<file path="config.mk">
export PLATFORM = sky130hd
export DESIGN_NAME = sfrl_host
export DESIGN_NICKNAME = d
export VERILOG_FILES = /design/src/logic/sfrl_pkg.sv /design/src/logic/sfrl_sclk.sv /design/src/logic/sfrl_apb.sv /design/src/logic/sfrl_host.sv
export SDC_FILE = /design/constraint.sdc
export NUM_CORES = 1
export LEC_CHECK = 0
export BUFFER_PORTS_ARGS = -buffer_cell sky130_fd_sc_hd__buf_2
export CAP_MARGIN = 20
export CORE_MARGIN = 2
export CORE_UTILIZATION = 57
export CTS_BUF_LIST = sky130_fd_sc_hd__clkbuf_4
export DETAILED_ROUTE_END_ITERATION = 8
export PLACE_DENSITY_LB_ADDON = 0.15
export SLEW_MARGIN = 20
export SYNTH_ARGS = -nofsm -noshare
export SYNTH_HDL_FRONTEND = slang
export SYNTH_SLANG_ARGS = --single-unit
</file>
<file path="constraint.sdc">
create_clock -name i_mclk -period 3.8 [get_ports i_mclk]
set_clock_uncertainty 0.05 [all_clocks]
set_input_delay 0.38 -clock i_mclk [delete_from_list [all_inputs] [get_ports i_mclk]]
set_output_delay 0.38 -clock i_mclk [all_outputs]
set_load 0.02 [all_outputs]
</file>
<file path="src/logic/sfrl_pkg.sv">
// constants, carriers and decode helpers for the serial flash host controller
// assumes an APB master on the register side and one flash device on the lane side
// Operation
// - plain/fast/dual-out/quad-out reads: Cx is 7, 3 or 1 plus bits/1, /2, /4
// - dual io read: Cx is 7 or 3 plus half the address bits
// - quad io read: Cx is 7 or 1 plus a quarter of address bits
// - quad io word read counts clocks like the quad io read
// - double rate fast reads: Cx is 7, 3, 1 plus bits/2, /4, /8
// - double rate dual io read: Cx is 7 plus bits/4, or 3 plus bits/8
// - double rate quad io read: Cx is 7 or 1 plus an eighth of bits
// - write enable/disable frame: select low for eight opcode bits, then high
// - write enable/disable opcode goes on lane 0, lanes 1:0 or lanes 3:0
// - under a protection error write disable keeps the latch set
// - register reads: extended in lane 0 out lane 1; dual/quad share lanes
// - host should poll progress bits before other commands during writes
package sfrl_pkg;

	// ----------------------------------------
	// register map
	// ----------------------------------------
	localparam logic [7:0] SFRL_OFF_CTRL = 8'h00;
	localparam logic [7:0] SFRL_OFF_ADDR = 8'h04;
	localparam logic [7:0] SFRL_OFF_STAT = 8'h08;
	localparam logic [7:0] SFRL_OFF_RX = 8'h0c;
	localparam int SFRL_CTRL_OP_LSB = 0;
	localparam int SFRL_CTRL_PW_LSB = 8;
	localparam int SFRL_CTRL_A4_BIT = 10;
	localparam int SFRL_CTRL_DUM_LSB = 12;
	localparam int SFRL_CTRL_NB_LSB = 16;
	localparam int SFRL_CTRL_GO_BIT = 31;
	localparam int SFRL_STAT_CX_LSB = 8;
	localparam logic [31:0] SFRL_CTRL_RST = 32'h0000_0000;
	localparam logic [31:0] SFRL_ADDR_RST = 32'h0000_0000;

	// ----------------------------------------
	// timing and frame figures
	// ----------------------------------------
	localparam int SFRL_HALF_CYC = 4;
	localparam int SFRL_CS_HIGH_CYC = 8;
	localparam logic [7:0] SFRL_ABITS_3B = 8'h18;
	localparam logic [7:0] SFRL_ABITS_4B = 8'h20;
	localparam logic [7:0] SFRL_CX_EXT = 8'h07;
	localparam logic [7:0] SFRL_CX_DUAL = 8'h03;
	localparam logic [7:0] SFRL_CX_QUAD = 8'h01;
	localparam logic [1:0] SFRL_PW_EXT = 2'h0;
	localparam logic [1:0] SFRL_PW_DUAL = 2'h1;
	localparam logic [1:0] SFRL_PW_QUAD = 2'h2;

	// ----------------------------------------
	// opcodes
	// ----------------------------------------
	localparam logic [7:0] SFRL_OP_READ = 8'h03, SFRL_OP_READ4 = 8'h13;
	localparam logic [7:0] SFRL_OP_FAST = 8'h0b, SFRL_OP_FAST4 = 8'h0c;
	localparam logic [7:0] SFRL_OP_DOUT = 8'h3b, SFRL_OP_DOUT4 = 8'h3c;
	localparam logic [7:0] SFRL_OP_QOUT = 8'h6b, SFRL_OP_QOUT4 = 8'h6c;
	localparam logic [7:0] SFRL_OP_DIO = 8'hbb, SFRL_OP_DIO4 = 8'hbc;
	localparam logic [7:0] SFRL_OP_QIO = 8'heb, SFRL_OP_QIO4 = 8'hec;
	localparam logic [7:0] SFRL_OP_QWORD = 8'he7;
	localparam logic [7:0] SFRL_OP_DFAST = 8'h0d, SFRL_OP_DFAST4 = 8'h0e;
	localparam logic [7:0] SFRL_OP_DDOUT = 8'h3d, SFRL_OP_DQOUT = 8'h6d;
	localparam logic [7:0] SFRL_OP_DDIO = 8'hbd, SFRL_OP_DDIO4 = 8'hbe;
	localparam logic [7:0] SFRL_OP_DQIO = 8'hed, SFRL_OP_DQIO4 = 8'hee;
	localparam logic [7:0] SFRL_OP_WEN = 8'h06, SFRL_OP_WDIS = 8'h04;
	localparam logic [7:0] SFRL_OP_RSTAT = 8'h05, SFRL_OP_RFLAG = 8'h70;
	localparam logic [7:0] SFRL_OP_RNVCFG = 8'hb5, SFRL_OP_RVCFG = 8'h85;
	localparam logic [7:0] SFRL_OP_REVCFG = 8'h65, SFRL_OP_REXTA = 8'hc8;

	// ----------------------------------------
	// carriers
	// ----------------------------------------
	typedef struct packed {
		logic ok;
		logic dtr;
		logic has_addr;
		logic [1:0] aw;
		logic [1:0] dw;
	} sfrl_cmd_t;

	typedef struct packed {
		logic psel;
		logic penable;
		logic pwrite;
		logic [7:0] paddr;
		logic [31:0] pwdata;
	} sfrl_apb_req_t;

	typedef struct packed {
		logic pready;
		logic pslverr;
		logic [31:0] prdata;
	} sfrl_apb_rsp_t;

	typedef struct packed {
		logic [7:0] op;
		logic [1:0] pw;
		logic a4;
		logic [3:0] dummy;
		logic [2:0] nb;
		logic [31:0] addr;
	} sfrl_order_t;

	typedef struct packed {
		logic busy;
		logic done;
		logic refused;
		logic [7:0] cx;
	} sfrl_stat_t;

	// ----------------------------------------
	// helpers
	// ----------------------------------------
	// aw/dw hold log2 of the lane count used for address and data
	function automatic sfrl_cmd_t sfrl_decode(input logic [7:0] op, input logic [1:0] pw);
		sfrl_cmd_t c;
		c = '{ok: 1'b1, dtr: 1'b0, has_addr: 1'b1, aw: pw, dw: pw};
		case (op)
		SFRL_OP_READ, SFRL_OP_READ4, SFRL_OP_FAST, SFRL_OP_FAST4: c.ok = 1'b1;
		SFRL_OP_DOUT, SFRL_OP_DOUT4: begin
			c.dw = 2'h1;
			c.ok = (pw != SFRL_PW_QUAD);
		end
		SFRL_OP_QOUT, SFRL_OP_QOUT4: begin
			c.dw = 2'h2;
			c.ok = (pw != SFRL_PW_DUAL);
		end
		SFRL_OP_DIO, SFRL_OP_DIO4: begin
			c.aw = 2'h1;
			c.dw = 2'h1;
			c.ok = (pw != SFRL_PW_QUAD);
		end
		SFRL_OP_QIO, SFRL_OP_QIO4, SFRL_OP_QWORD: begin
			c.aw = 2'h2;
			c.dw = 2'h2;
			c.ok = (pw != SFRL_PW_DUAL);
		end
		SFRL_OP_DFAST, SFRL_OP_DFAST4: c.dtr = 1'b1;
		SFRL_OP_DDOUT: begin
			c.dtr = 1'b1;
			c.dw = 2'h1;
			c.ok = (pw != SFRL_PW_QUAD);
		end
		SFRL_OP_DQOUT: begin
			c.dtr = 1'b1;
			c.dw = 2'h2;
			c.ok = (pw != SFRL_PW_DUAL);
		end
		SFRL_OP_DDIO, SFRL_OP_DDIO4: begin
			c.dtr = 1'b1;
			c.aw = (pw == SFRL_PW_DUAL) ? 2'h2 : 2'h1;
			c.dw = 2'h1;
			c.ok = (pw != SFRL_PW_QUAD);
		end
		SFRL_OP_DQIO, SFRL_OP_DQIO4: begin
			c.dtr = 1'b1;
			c.aw = 2'h2;
			c.dw = 2'h2;
			c.ok = (pw != SFRL_PW_DUAL);
		end
		// status reads and write disable go out as plain frames; software owns the latch state
		SFRL_OP_WEN, SFRL_OP_WDIS, SFRL_OP_RSTAT, SFRL_OP_RFLAG,
		SFRL_OP_RNVCFG, SFRL_OP_RVCFG, SFRL_OP_REVCFG, SFRL_OP_REXTA: c.has_addr = 1'b0;
		default: c.ok = 1'b0;
		endcase
		if (pw == 2'h3) begin
			c.ok = 1'b0;
		end
		return c;
	endfunction

	function automatic logic [7:0] sfrl_cx_base(input logic [1:0] pw);
		return (pw == SFRL_PW_QUAD) ? SFRL_CX_QUAD : (pw == SFRL_PW_DUAL) ? SFRL_CX_DUAL : SFRL_CX_EXT;
	endfunction

	// clock index of the last address clock; dummy clocks follow it
	function automatic logic [7:0] sfrl_cx(input sfrl_cmd_t c, input logic [1:0] pw,
		input logic a4);
		logic [7:0] ab;
		ab = a4 ? SFRL_ABITS_4B : SFRL_ABITS_3B;
		if (!c.has_addr) begin
			ab = 8'h00;
		end
		return sfrl_cx_base(pw) + (ab >> ({1'b0, c.aw} + {2'h0, c.dtr}));
	endfunction

	function automatic logic [3:0] sfrl_lane_mask(input logic [1:0] w);
		return (w == 2'h2) ? 4'hf : (w == 2'h1) ? 4'h3 : 4'h1;
	endfunction

	function automatic logic [3:0] sfrl_lane_bits(input logic [3:0] t, input logic [1:0] w);
		return (w == 2'h2) ? t : (w == 2'h1) ? {2'h0, t[3:2]} : {3'h0, t[3]};
	endfunction

endpackage

</file>
<file path="src/logic/sfrl_sclk.sv">
// serial clock divider with edge and mid-half event pulses
// assumes i_run stays high until the caller has seen the clock return low
`timescale 1ns/10ps
module sfrl_sclk import sfrl_pkg::*; #(
	parameter int HALF = SFRL_HALF_CYC
) (
	input wire logic i_mclk,
	input wire logic i_reset_n,
	input wire logic i_run,
	output logic o_sclk,
	output logic o_rise,
	output logic o_fall,
	output logic o_mid
);
	logic [7:0] tmr_q, tmr_d;
	logic sclk_q, sclk_d, rise_q, rise_d, fall_q, fall_d, mid_q, mid_d, tick;

	// ----------------------------------------
	// divider
	// ----------------------------------------
	always_comb begin
		tick = i_run && (tmr_q == 8'(HALF - 1));
		tmr_d = (!i_run || tick) ? 8'h00 : tmr_q + 8'h01;
		sclk_d = tick ? ~sclk_q : (i_run & sclk_q);
		rise_d = tick & ~sclk_q;
		fall_d = tick & sclk_q;
		// lanes change mid-half so both clock edges see settled data
		mid_d = i_run && (tmr_q == 8'(HALF / 2 - 1));
	end

	always_ff @(posedge i_mclk or negedge i_reset_n) begin
		if (!i_reset_n) begin
			tmr_q <= 8'h00;
			sclk_q <= 1'b0;
			rise_q <= 1'b0;
			fall_q <= 1'b0;
			mid_q <= 1'b0;
		end else begin
			tmr_q <= tmr_d;
			sclk_q <= sclk_d;
			rise_q <= rise_d;
			fall_q <= fall_d;
			mid_q <= mid_d;
		end
	end

	assign o_sclk = sclk_q;
	assign o_rise = rise_q;
	assign o_fall = fall_q;
	assign o_mid = mid_q;
endmodule

</file>
<file path="src/logic/sfrl_apb.sv">
// apb slave with the control, address, status and receive registers
// assumes a well-behaved apb master; one wait state on every access
`timescale 1ns/10ps
module sfrl_apb import sfrl_pkg::*; (
	input wire logic i_mclk,
	input wire logic i_reset_n,
	input wire sfrl_apb_req_t i_req,
	input wire sfrl_stat_t i_stat,
	input wire logic [31:0] i_rx,
	output sfrl_apb_rsp_t o_rsp,
	output sfrl_order_t o_order,
	output logic o_go
);
	logic [31:0] ctrl_q, ctrl_d, addr_q, addr_d;
	sfrl_apb_rsp_t rsp_q, rsp_d;
	logic go_q, go_d, acc, take, known;

	// ----------------------------------------
	// access decode
	// ----------------------------------------
	always_comb begin
		acc = i_req.psel & i_req.penable;
		take = acc & rsp_q.pready;
		known = (i_req.paddr == SFRL_OFF_CTRL) || (i_req.paddr == SFRL_OFF_ADDR) ||
			(i_req.paddr == SFRL_OFF_STAT) || (i_req.paddr == SFRL_OFF_RX);
		rsp_d = '{pready: acc & ~rsp_q.pready, pslverr: 1'b0, prdata: 32'h0000_0000};
		if (acc && !rsp_q.pready) begin
			rsp_d.pslverr = ~known;
			if (!i_req.pwrite) begin
				case (i_req.paddr)
				SFRL_OFF_CTRL: rsp_d.prdata = {1'b0, ctrl_q[30:0]};
				SFRL_OFF_ADDR: rsp_d.prdata = addr_q;
				SFRL_OFF_STAT: rsp_d.prdata = {16'h0000, i_stat.cx, 5'h00,
					i_stat.refused, i_stat.done, i_stat.busy};
				SFRL_OFF_RX: rsp_d.prdata = i_rx;
				default: rsp_d.prdata = 32'h0000_0000;
				endcase
			end
		end
		ctrl_d = ctrl_q;
		addr_d = addr_q;
		go_d = 1'b0;
		if (take && i_req.pwrite) begin
			if (i_req.paddr == SFRL_OFF_CTRL) begin
				ctrl_d = i_req.pwdata;
				// a start while busy is dropped, not queued
				go_d = i_req.pwdata[SFRL_CTRL_GO_BIT] & ~i_stat.busy;
			end
			if (i_req.paddr == SFRL_OFF_ADDR) begin
				addr_d = i_req.pwdata;
			end
		end
	end

	always_ff @(posedge i_mclk or negedge i_reset_n) begin
		if (!i_reset_n) begin
			ctrl_q <= SFRL_CTRL_RST;
			addr_q <= SFRL_ADDR_RST;
			rsp_q <= '0;
			go_q <= 1'b0;
		end else begin
			ctrl_q <= ctrl_d;
			addr_q <= addr_d;
			rsp_q <= rsp_d;
			go_q <= go_d;
		end
	end

	assign o_rsp = rsp_q;
	assign o_go = go_q;
	assign o_order = '{op: ctrl_q[SFRL_CTRL_OP_LSB +: 8], pw: ctrl_q[SFRL_CTRL_PW_LSB +: 2],
		a4: ctrl_q[SFRL_CTRL_A4_BIT], dummy: ctrl_q[SFRL_CTRL_DUM_LSB +: 4],
		nb: ctrl_q[SFRL_CTRL_NB_LSB +: 3], addr: addr_q};
endmodule

</file>
<file path="src/logic/sfrl_host.sv">
// host controller that runs read and latch-command frames on a serial flash
// assumes one flash device on the lanes and an apb master for the registers
//
// Design decisions made here: the APB interface to the registers and the address map.
`timescale 1ns/10ps
module sfrl_host import sfrl_pkg::*; #(
	parameter int HALF = SFRL_HALF_CYC,
	parameter int CS_HIGH = SFRL_CS_HIGH_CYC
) (
	input wire logic i_mclk,
	input wire logic i_reset_n,
	input wire logic i_psel,
	input wire logic i_penable,
	input wire logic i_pwrite,
	input wire logic [7:0] i_paddr,
	input wire logic [31:0] i_pwdata,
	output logic [31:0] o_prdata,
	output logic o_pready,
	output logic o_pslverr,
	output logic o_cs_n,
	output logic o_sclk,
	input wire logic [3:0] i_lane_in,
	output logic [3:0] o_lane_out,
	output logic [3:0] o_lane_oe
);
	typedef enum logic [2:0] {ST_IDLE, ST_SETUP, ST_RUN, ST_STOP, ST_GAP} sfrl_st_t;
	typedef enum logic [2:0] {PH_OP, PH_ADDR, PH_DUMMY, PH_DATA, PH_END} sfrl_ph_t;

	sfrl_apb_req_t req;
	sfrl_apb_rsp_t rsp;
	sfrl_order_t ord;
	sfrl_stat_t stat;
	sfrl_cmd_t dec, cmd_q, cmd_d;
	sfrl_st_t st_q, st_d;
	sfrl_ph_t ph_q, ph_d, nxt;
	logic go, sclk, rise, fall, mid, run, latch, quad_use;
	logic [3:0] sync1_q, sync2_q;
	logic [39:0] tx_q, tx_d;
	logic [31:0] rx_q, rx_d;
	logic [6:0] beats_q, beats_d, nbeats;
	logic [7:0] cnt_q, cnt_d, cx_q, cx_d;
	logic [1:0] pw_q, pw_d, advw_q, advw_d, wcur, wnew;
	logic [3:0] dum_q, dum_d;
	logic [2:0] nb_q, nb_d;
	logic adv_q, adv_d, done_q, done_d, ref_q, ref_d, cs_n_q, cs_n_d;
	logic [3:0] lout_q, lout_d, loe_q, loe_d;

	// ----------------------------------------
	// register side
	// ----------------------------------------
	assign req = '{psel: i_psel, penable: i_penable, pwrite: i_pwrite,
		paddr: i_paddr, pwdata: i_pwdata};
	assign stat = '{busy: (st_q != ST_IDLE), done: done_q, refused: ref_q, cx: cx_q};

	sfrl_apb u_apb (
		.i_mclk(i_mclk),
		.i_reset_n(i_reset_n),
		.i_req(req),
		.i_stat(stat),
		.i_rx(rx_q),
		.o_rsp(rsp),
		.o_order(ord),
		.o_go(go)
	);

	assign o_prdata = rsp.prdata;
	assign o_pready = rsp.pready;
	assign o_pslverr = rsp.pslverr;

	// ----------------------------------------
	// serial clock
	// ----------------------------------------
	assign run = (st_q == ST_RUN) || ((st_q == ST_STOP) && sclk);

	sfrl_sclk #(.HALF(HALF)) u_sclk (
		.i_mclk(i_mclk),
		.i_reset_n(i_reset_n),
		.i_run(run),
		.o_sclk(sclk),
		.o_rise(rise),
		.o_fall(fall),
		.o_mid(mid)
	);

	assign o_sclk = sclk;

	// ----------------------------------------
	// lane input synchroniser
	// ----------------------------------------
	always_ff @(posedge i_mclk or negedge i_reset_n) begin
		if (!i_reset_n) begin
			sync1_q <= 4'h0;
			sync2_q <= 4'h0;
		end else begin
			sync1_q <= i_lane_in;
			sync2_q <= sync1_q;
		end
	end

	// ----------------------------------------
	// frame sequencer
	// ----------------------------------------
	always_comb begin
		dec = sfrl_decode(ord.op, ord.pw);
		case (ph_q)
		PH_OP: wcur = pw_q;
		PH_ADDR: wcur = cmd_q.aw;
		PH_DATA: wcur = cmd_q.dw;
		default: wcur = 2'h0;
		endcase
		// double rate applies to address and data only; opcode stays single rate
		latch = rise || (fall && cmd_q.dtr && ((ph_q == PH_ADDR) || (ph_q == PH_DATA)));
		case (ph_q)
		PH_OP: nxt = cmd_q.has_addr ? PH_ADDR : (nb_q != 3'h0) ? PH_DATA : PH_END;
		PH_ADDR: nxt = (dum_q != 4'h0) ? PH_DUMMY : (nb_q != 3'h0) ? PH_DATA : PH_END;
		PH_DUMMY: nxt = (nb_q != 3'h0) ? PH_DATA : PH_END;
		default: nxt = PH_END;
		endcase
		case (nxt)
		PH_ADDR: nbeats = 7'((cx_q - sfrl_cx_base(pw_q)) << cmd_q.dtr);
		PH_DUMMY: nbeats = {3'h0, dum_q};
		PH_DATA: nbeats = 7'(({4'h0, nb_q} << 3) >> cmd_q.dw);
		default: nbeats = 7'h00;
		endcase
	end

	always_comb begin
		st_d = st_q;
		ph_d = ph_q;
		beats_d = beats_q;
		tx_d = tx_q;
		rx_d = rx_q;
		adv_d = adv_q;
		advw_d = advw_q;
		cmd_d = cmd_q;
		pw_d = pw_q;
		dum_d = dum_q;
		nb_d = nb_q;
		cx_d = cx_q;
		cnt_d = cnt_q;
		done_d = done_q;
		ref_d = ref_q;
		cs_n_d = cs_n_q;
		case (st_q)
		ST_IDLE: begin
			if (go) begin
				done_d = 1'b0;
				ref_d = 1'b0;
				if (!dec.ok) begin
					// wrong protocol for the opcode: no frame at all
					ref_d = 1'b1;
					done_d = 1'b1;
				end else begin
					cmd_d = dec;
					pw_d = ord.pw;
					dum_d = dec.has_addr ? ord.dummy : 4'h0;
					nb_d = (ord.op == SFRL_OP_WEN || ord.op == SFRL_OP_WDIS) ? 3'h0 : ord.nb;
					cx_d = sfrl_cx(dec, ord.pw, ord.a4);
					tx_d = ord.a4 ? {ord.op, ord.addr} : {ord.op, ord.addr[23:0], 8'h00};
					if (ord.op == SFRL_OP_QWORD) begin
						tx_d[ord.a4 ? 0 : 8] = 1'b0;
					end
					ph_d = PH_OP;
					beats_d = 7'(8 >> ord.pw);
					adv_d = 1'b0;
					rx_d = 32'h0000_0000;
					cs_n_d = 1'b0;
					cnt_d = 8'(HALF - 1);
					st_d = ST_SETUP;
				end
			end
		end
		ST_SETUP: begin
			if (cnt_q == 8'h00) begin
				st_d = ST_RUN;
			end else begin
				cnt_d = cnt_q - 8'h01;
			end
		end
		ST_RUN: begin
			if (mid && adv_q) begin
				tx_d = tx_q << (6'h01 << advw_q);
				adv_d = 1'b0;
			end
			if (latch && (ph_q == PH_DUMMY) && !rise) begin
				beats_d = beats_q;
			end else if (latch) begin
				if (ph_q == PH_DATA) begin
					case (cmd_q.dw)
					2'h2: rx_d = {rx_q[27:0], sync2_q};
					2'h1: rx_d = {rx_q[29:0], sync2_q[1:0]};
					default: rx_d = {rx_q[30:0], sync2_q[1]};
					endcase
				end
				if ((ph_q == PH_OP) || (ph_q == PH_ADDR)) begin
					adv_d = 1'b1;
					advw_d = wcur;
				end
				beats_d = beats_q - 7'h01;
				if (beats_q == 7'h01) begin
					ph_d = nxt;
					beats_d = nbeats;
					if (nxt == PH_END) begin
						st_d = ST_STOP;
					end
				end
			end
		end
		ST_STOP: begin
			if (!sclk) begin
				// select rises once sclk is back low after the last latched bit
				cs_n_d = 1'b1;
				cnt_d = 8'(CS_HIGH - 1);
				st_d = ST_GAP;
			end
		end
		ST_GAP: begin
			if (cnt_q == 8'h00) begin
				done_d = 1'b1;
				st_d = ST_IDLE;
			end else begin
				cnt_d = cnt_q - 8'h01;
			end
		end
		default: st_d = ST_IDLE;
		endcase
	end

	// ----------------------------------------
	// lane drivers
	// ----------------------------------------
	always_comb begin
		wnew = (ph_d == PH_OP) ? pw_d : cmd_d.aw;
		quad_use = (pw_d == SFRL_PW_QUAD) || (cmd_d.aw == 2'h2) || (cmd_d.dw == 2'h2);
		lout_d = 4'h0;
		loe_d = 4'h0;
		if (!cs_n_d) begin
			if (!quad_use) begin
				// upper lanes double as write protect and hold; keep them inactive
				lout_d[3:2] = 2'h3;
				loe_d[3:2] = 2'h3;
			end
			if ((ph_d == PH_OP) || (ph_d == PH_ADDR)) begin
				lout_d = lout_d | sfrl_lane_bits(tx_d[39:36], wnew);
				loe_d = loe_d | sfrl_lane_mask(wnew);
			end
		end
	end

	// ----------------------------------------
	// state registers
	// ----------------------------------------
	always_ff @(posedge i_mclk or negedge i_reset_n) begin
		if (!i_reset_n) begin
			st_q <= ST_IDLE;
			ph_q <= PH_END;
			beats_q <= 7'h00;
			tx_q <= 40'h00_0000_0000;
			rx_q <= 32'h0000_0000;
			adv_q <= 1'b0;
			advw_q <= 2'h0;
			cmd_q <= '0;
			pw_q <= 2'h0;
			dum_q <= 4'h0;
			nb_q <= 3'h0;
			cx_q <= 8'h00;
			cnt_q <= 8'h00;
			done_q <= 1'b0;
			ref_q <= 1'b0;
			cs_n_q <= 1'b1;
			lout_q <= 4'h0;
			loe_q <= 4'h0;
		end else begin
			st_q <= st_d;
			ph_q <= ph_d;
			beats_q <= beats_d;
			tx_q <= tx_d;
			rx_q <= rx_d;
			adv_q <= adv_d;
			advw_q <= advw_d;
			cmd_q <= cmd_d;
			pw_q <= pw_d;
			dum_q <= dum_d;
			nb_q <= nb_d;
			cx_q <= cx_d;
			cnt_q <= cnt_d;
			done_q <= done_d;
			ref_q <= ref_d;
			cs_n_q <= cs_n_d;
			lout_q <= lout_d;
			loe_q <= loe_d;
		end
	end

	assign o_cs_n = cs_n_q;
	assign o_lane_out = lout_q;
	assign o_lane_oe = loe_q;
endmodule

</file>
# Word-level counts from Yosys, hierarchy flattened
# Index checks and enable logic that the tools add are counted.
# Widths: inputs -> output; s select.
# totals
register_bits,248
latchBits,0
mem_bits_rw,0
romBits,0
inputBits,49
output_inout_bits,44
wordCells,302
memories,0
# classes
n_addsub,6
mul,0
div_mod_pow,0
order_cmp,2
n_eq_ne,73
shift,6
mux,106
bitwise,16
n_reduce_logical,58
# ops
cell,n
$mux 32,7
$mux 40,4
$pmux 32 s2,2
$pmux 32 s4,1
$eq 8x8->1 const B,12
$pmux 40 s2,1
$mux 3,22
$mux 8,8
$eq 8x4->1 const B,6
$mux 4,11
$and 40x40->40,1
$eq 8x7->1 const B,5
$not 40->40,1
$shl 40x6->40,1
$mux 7,5
$mux 33,1
$eq 8x3->1 const B,4
$eq 8x6->1 const B,3
$pmux 8 s3,1
$reduce_or 8->1,3
$pmux 7 s3,1
$mux 1,19
$eq 3x2->1 const B,6
$mux 2,9
54 further kinds,133

# Logic depth before layout (Yosys ltp)
# depth
ltp_word,16
ltp_mapped,19
ltp_nobuf,17

# Modules after synthesis
# Synthesis repeated with hierarchy kept, for this count alone.
# hier_totals
hier_cells,1356
area_unflattened_um2,14146.1
# modules_own_cells
module,instances,cells_each,area_per_inst_um2
sfrl_host,1,985,9181.3
sfrl_apb,1,318,4404.2
sfrl_sclk,1,53,560.5

# Worst setup path after synthesis
# OpenSTA, ideal clock, no wires.
# synth_path
path_type,register -> register
start,reg u_apb.ctrl_q[3]
end,reg cx_q[4]
setup_time_ns,0.117
arrival_time_ns,3.678
path_slack_ns,-0.046
path_stages_with_launch,20
cell_sequence,dfrtp_1 -> clkbuf_1 -> nand2_1 -> nor3b_1 -> nor2_1 -> a221oi_1 -> ha_1 -> ha_1 -> clkbuf_1 -> nor2b_1 -> nand2_1 -> a21boi_0 -> o21bai_1 -> fa_1 -> nor2b_1 -> nor3_1 -> xnor2_1 -> o22ai_1 -> nand3_1 -> nand2_1
# synth_between
elab_chain_cells,8
# synth_rtl
element,line_no,rtl
"start, declared",sfrl_apb.sv:14,"logic [31:0] ctrl_q, ctrl_d, addr_q, addr_d;"
"start signal, assigned",sfrl_apb.sv:62,ctrl_q <= ctrl_d;
branches (longest 8 deep; another with $add 3x8->8),-,
"end signal, assigned",sfrl_host.sv:266,cx_q <= 8'h00;
"end signal, assigned",sfrl_host.sv:285,cx_q <= cx_d;
"end, declared",sfrl_host.sv:41,"logic [7:0] cnt_q, cnt_d, cx_q, cx_d;"
# Parallel ways; which one is timed is not known. The select of a mux whose other input is x is not followed.
# A chain may end at the register's enable or synchronous reset.

# Worst setup path in the final report
# layout_path
start,reg u_apb.ctrl_q[0]
end,reg cx_q[4]
# Same word-level chain as after synthesis.

==> impl_summary.txt <==
----------------------------------------------------
[Clock tree]
  Clock-pin slew of the registers on the worst-case setup and hold paths ... 0.06 ns
  Clk buf depth ... 3
  CTS tree ... done
  Worst skew pair latency ... 0.68 ns
  CTS H-tree lvls ... 3
  Number of sinks handled by clock tree synthesis ... 246
  Clock tree root driver cell ... sky130_fd_sc_hd__clkbuf_4
  Number of clock buffers inserted by TritonCTS ... 68

[Flow run]
  Total of max-cap violations ... 0

[Yosys]
  Fraction of the yosys area taken by sequential cells ... 44.4%
  Synthesized flop and latch total ... 246
  Syn. warnings ... 0
  Netlist area before placement ... 13,900 sq um
  Flip-flop cell with the highest count after synthesis ... sky130_fd_sc_hd__dfrtp_1
  Top-count cell post-synth ... sky130_fd_sc_hd__dfrtp_1
  Post-synthesis net count ... 1,412
  Leading post-synthesis cells by cell area ... sky130_fd_sc_hd__dfrtp_1 (44%), sky130_fd_sc_hd__mux4_2 (6.8%), sky130_fd_sc_hd__nor2_1 (5.3%)
  Gate count after technology mapping ... 1,340
  Synthesized area divided by synthesized cell count ... 10.4 sq um
  EDFF count, synth ... 0
  Largest area contributor in the synthesized netlist ... sky130_fd_sc_hd__dfrtp_1
  Share of flip-flops with an asynchronous set or reset after synthesis ... 100%
  Share of the synthesized area in the top cell type ... 44.0%
  Top cells by instance count after synthesis ... sky130_fd_sc_hd__dfrtp_1 (244), sky130_fd_sc_hd__nor2_1 (197), sky130_fd_sc_hd__a21oi_1 (94)
  Distinct cell type count of the synthesized netlist ... 74

[Global route]
  Overflow left after global routing ... 0
  First-pass GRT wire length ... 62,700 um
  Pin count of the biggest net entering global routing ... 133
  Vias in the first global route ... 11,500
  Overall track demand over capacity in global routing ... 30.8%
  Antenna violations before repair ... 2

[Timing]
  Final clock period utilization by the worst path ... 95.0%
  Relative slew slack ... 29.5%
  Clock period minus worst slack ... 3.61 ns
  Final hold slack ... 0.120 ns
  Final number of hold-violating endpoints ... 0
  Maximum achievable frequency ... 277 MHz
  Final-report setup violation count ... 0
  Min setup slack post-route ... 0.191 ns
  Measured slew at the worst slew-check pin ... 1.06 ns
  Final count of pins violating max slew ... 0
  Unrepaired setup endpoints after global routing ... true

[Place]
  Setup Slack @ Placement ... 0.0707 ns
  Post-DP HPWL ... 25,900 um
  Cell Area, Placed ... 14,700 sq um
  RD Place Congestion ... 0.897
  Number of cells after detailed placement ... 1,698
  Port bufs ... 92

[Worst setup path]
  Kind of capture point of the worst setup path ... register
  Slack of the worst reg-to-reg path ... 0.19 ns
  Critical R2R Capture ... cx_q[4]
  Max Fanout on Critical Path ... 8
  Launch point of the critical path ... u_apb.ctrl_q[0]
  Worst r2r path cells ... 16
  Endpoint arrival time on the critical path ... 4.16 ns
  Setup crit start kind ... register
  Endpoint required time on the critical path ... 4.35 ns
  Start of the worst register-to-register path ... u_apb.ctrl_q[0]
  Start-to-end type of the worst setup path ... reg -> reg
  Crit path to ... cx_q[4]

[Die]
  Die height ... 160 um
  Number of placed I/O pins ... 93
  Initial core utilization ... 57.6%
  Horizontal extent of the die ... 160 um
  Core area ... 24,100 sq um
  Full die area ... 25,600 sq um
  Standard-cell rows ... 57

[Hold path]
  Worst Hold Launch ... i_paddr[1]
  Min-Delay Path Class ... in -> reg

[Layout]
  Area Overhead vs Synth ... 15.6%
  Ratio of cells with drive above 1 in the final layout ... 26.7%
  Finished layout cell area ... 16,000 sq um
  Total Nets Final ... 1,558
  Count of non-filler cells in the finished layout ... 1,855

[Route]
  Number of nets with antenna violations after detailed routing ... 0
  Starting DRT DRC Count ... 1,367
  Final wirelength ... 38,400 um
  Via count ... 11,500
  Number of vias per cell after detailed routing ... 6.22
  Routed wirelength normalized by instance count ... 20.7 um
  First drt pass iteration count ... 5
  Drt drc ... 0

[Pwr]
  Leak ... 7.27 nW
  Largest vdd supply drop ... 0.250 mV
  Power density over the cells ... 326 nW/um^2
  Total power ... 5.23 mW

[Outcome]
  Status ... complete, no violations

----------------------------------------------------
## final cells by class
cell class	instances	area, sq um
fillers	1990	8070
multi-input cells	961	7270
flip-flops and latches	246	6160
repair buffers	172	1230
clock buffers	99	743
well taps	324	405
inverters	37	139
clock inverters	14	91.3
diodes	2	5.00
## worst min-delay path by stage
stage                                  to  depth (start not counted)
after floorplan                     adv_q                          0
after global placement         sync2_q[2]                          0
after detailed placement       sync2_q[3]                          0
after CTS                 u_apb.o_rsp[32]                          4
after global routing      u_apb.o_rsp[32]                          4
final                     u_apb.o_rsp[32]                          4
## registers in the layout, summed over array words and instances, names as in the netlist, 8 cells and up
register	flops
u_apb.addr_q	32
rx_q	32
u_apb.o_rsp	34
u_sclk.tmr_q	8
tx_q	40
u_apb.ctrl_q	31
cnt_q	8
## per-stage QoR
step	util (%)	TNS [ns]
CTS	66.1	0
floorplan	-	0
finish	66.5	0
global route	66.5	-0.0166
detailed placement	61.0	0
global placement	61.0	0
## worst max-delay path, cell delays in order (launching register included)
cell                       delay [ns]
sky130_fd_sc_hd__dfrtp_1         0.42
sky130_fd_sc_hd__or3b_2          0.46
sky130_fd_sc_hd__o21ai_0         0.08
sky130_fd_sc_hd__nand3_1         0.13
sky130_fd_sc_hd__a221oi_2        0.29
sky130_fd_sc_hd__ha_1            0.20
sky130_fd_sc_hd__ha_1            0.25
sky130_fd_sc_hd__buf_4           0.18
sky130_fd_sc_hd__nor4_4          0.25
sky130_fd_sc_hd__o21bai_2        0.13
sky130_fd_sc_hd__fa_2            0.42
sky130_fd_sc_hd__nor2b_2         0.16
sky130_fd_sc_hd__nor3_2          0.06
sky130_fd_sc_hd__xnor2_1         0.12
sky130_fd_sc_hd__o22ai_1         0.17
sky130_fd_sc_hd__nand3_1         0.10
sky130_fd_sc_hd__nand2_1         0.07
## layout by cell type, fill, tap and decap left out, types with 42 or more instances in the layout
cell                       synthesis  final
sky130_fd_sc_hd__buf_2             8     91
sky130_fd_sc_hd__a21oi_1          94     91
sky130_fd_sc_hd__mux2_2           63     63
sky130_fd_sc_hd__nor2_1          197    195
sky130_fd_sc_hd__mux2i_1          68     68
sky130_fd_sc_hd__nand2_1          85     83
sky130_fd_sc_hd__dfrtp_1         244    242
sky130_fd_sc_hd__mux4_2           42     42
sky130_fd_sc_hd__o21ai_0          53     52
sky130_fd_sc_hd__clkbuf_4          0     99
## cell families after synthesis
logic type	after synthesis	synth area share, %
AND/OR/NAND/NOR	425	14.1
AO/OA/AOI/OAI	292	14.2
flip-flops	246	44.4
multiplexers	203	20.1
buffers and inverters	133	3.89
adder cells (fa/ha/maj)	23	2.18
XOR/XNOR	18	1.14
## metal layers
layer | vias up | part of all wire (%) | routed length [um] | global-route usage, %
met2 | 507 | 47 | 18300 | 48.6
li1 | 5207 | - | - | -
met3 | 102 | 6.3 | 2420 | 5.30
met1 | 5727 | 42 | 16300 | 42.3
met5 | - | 0 | 0 | 0
met4 | 0 | 3.9 | 1490 | 13.3
## timing repair
action / CTS / global route
resized for setup: 0 / 15
buffers inserted: 0 / 2
endpoints found under the setup margin: 0 / 2
endpoints found under the hold margin: 196 / 0
hold buffers: 39 / 0
## where the power goes
group	total (mW)	switching [mW]	internal, mW
Sequential	2.63	0.00524	2.63
Combinational	0.198	0.116	0.0815
Clock	2.40	1.14	1.26
Note: power is estimated with default switching activity, not from simulation.
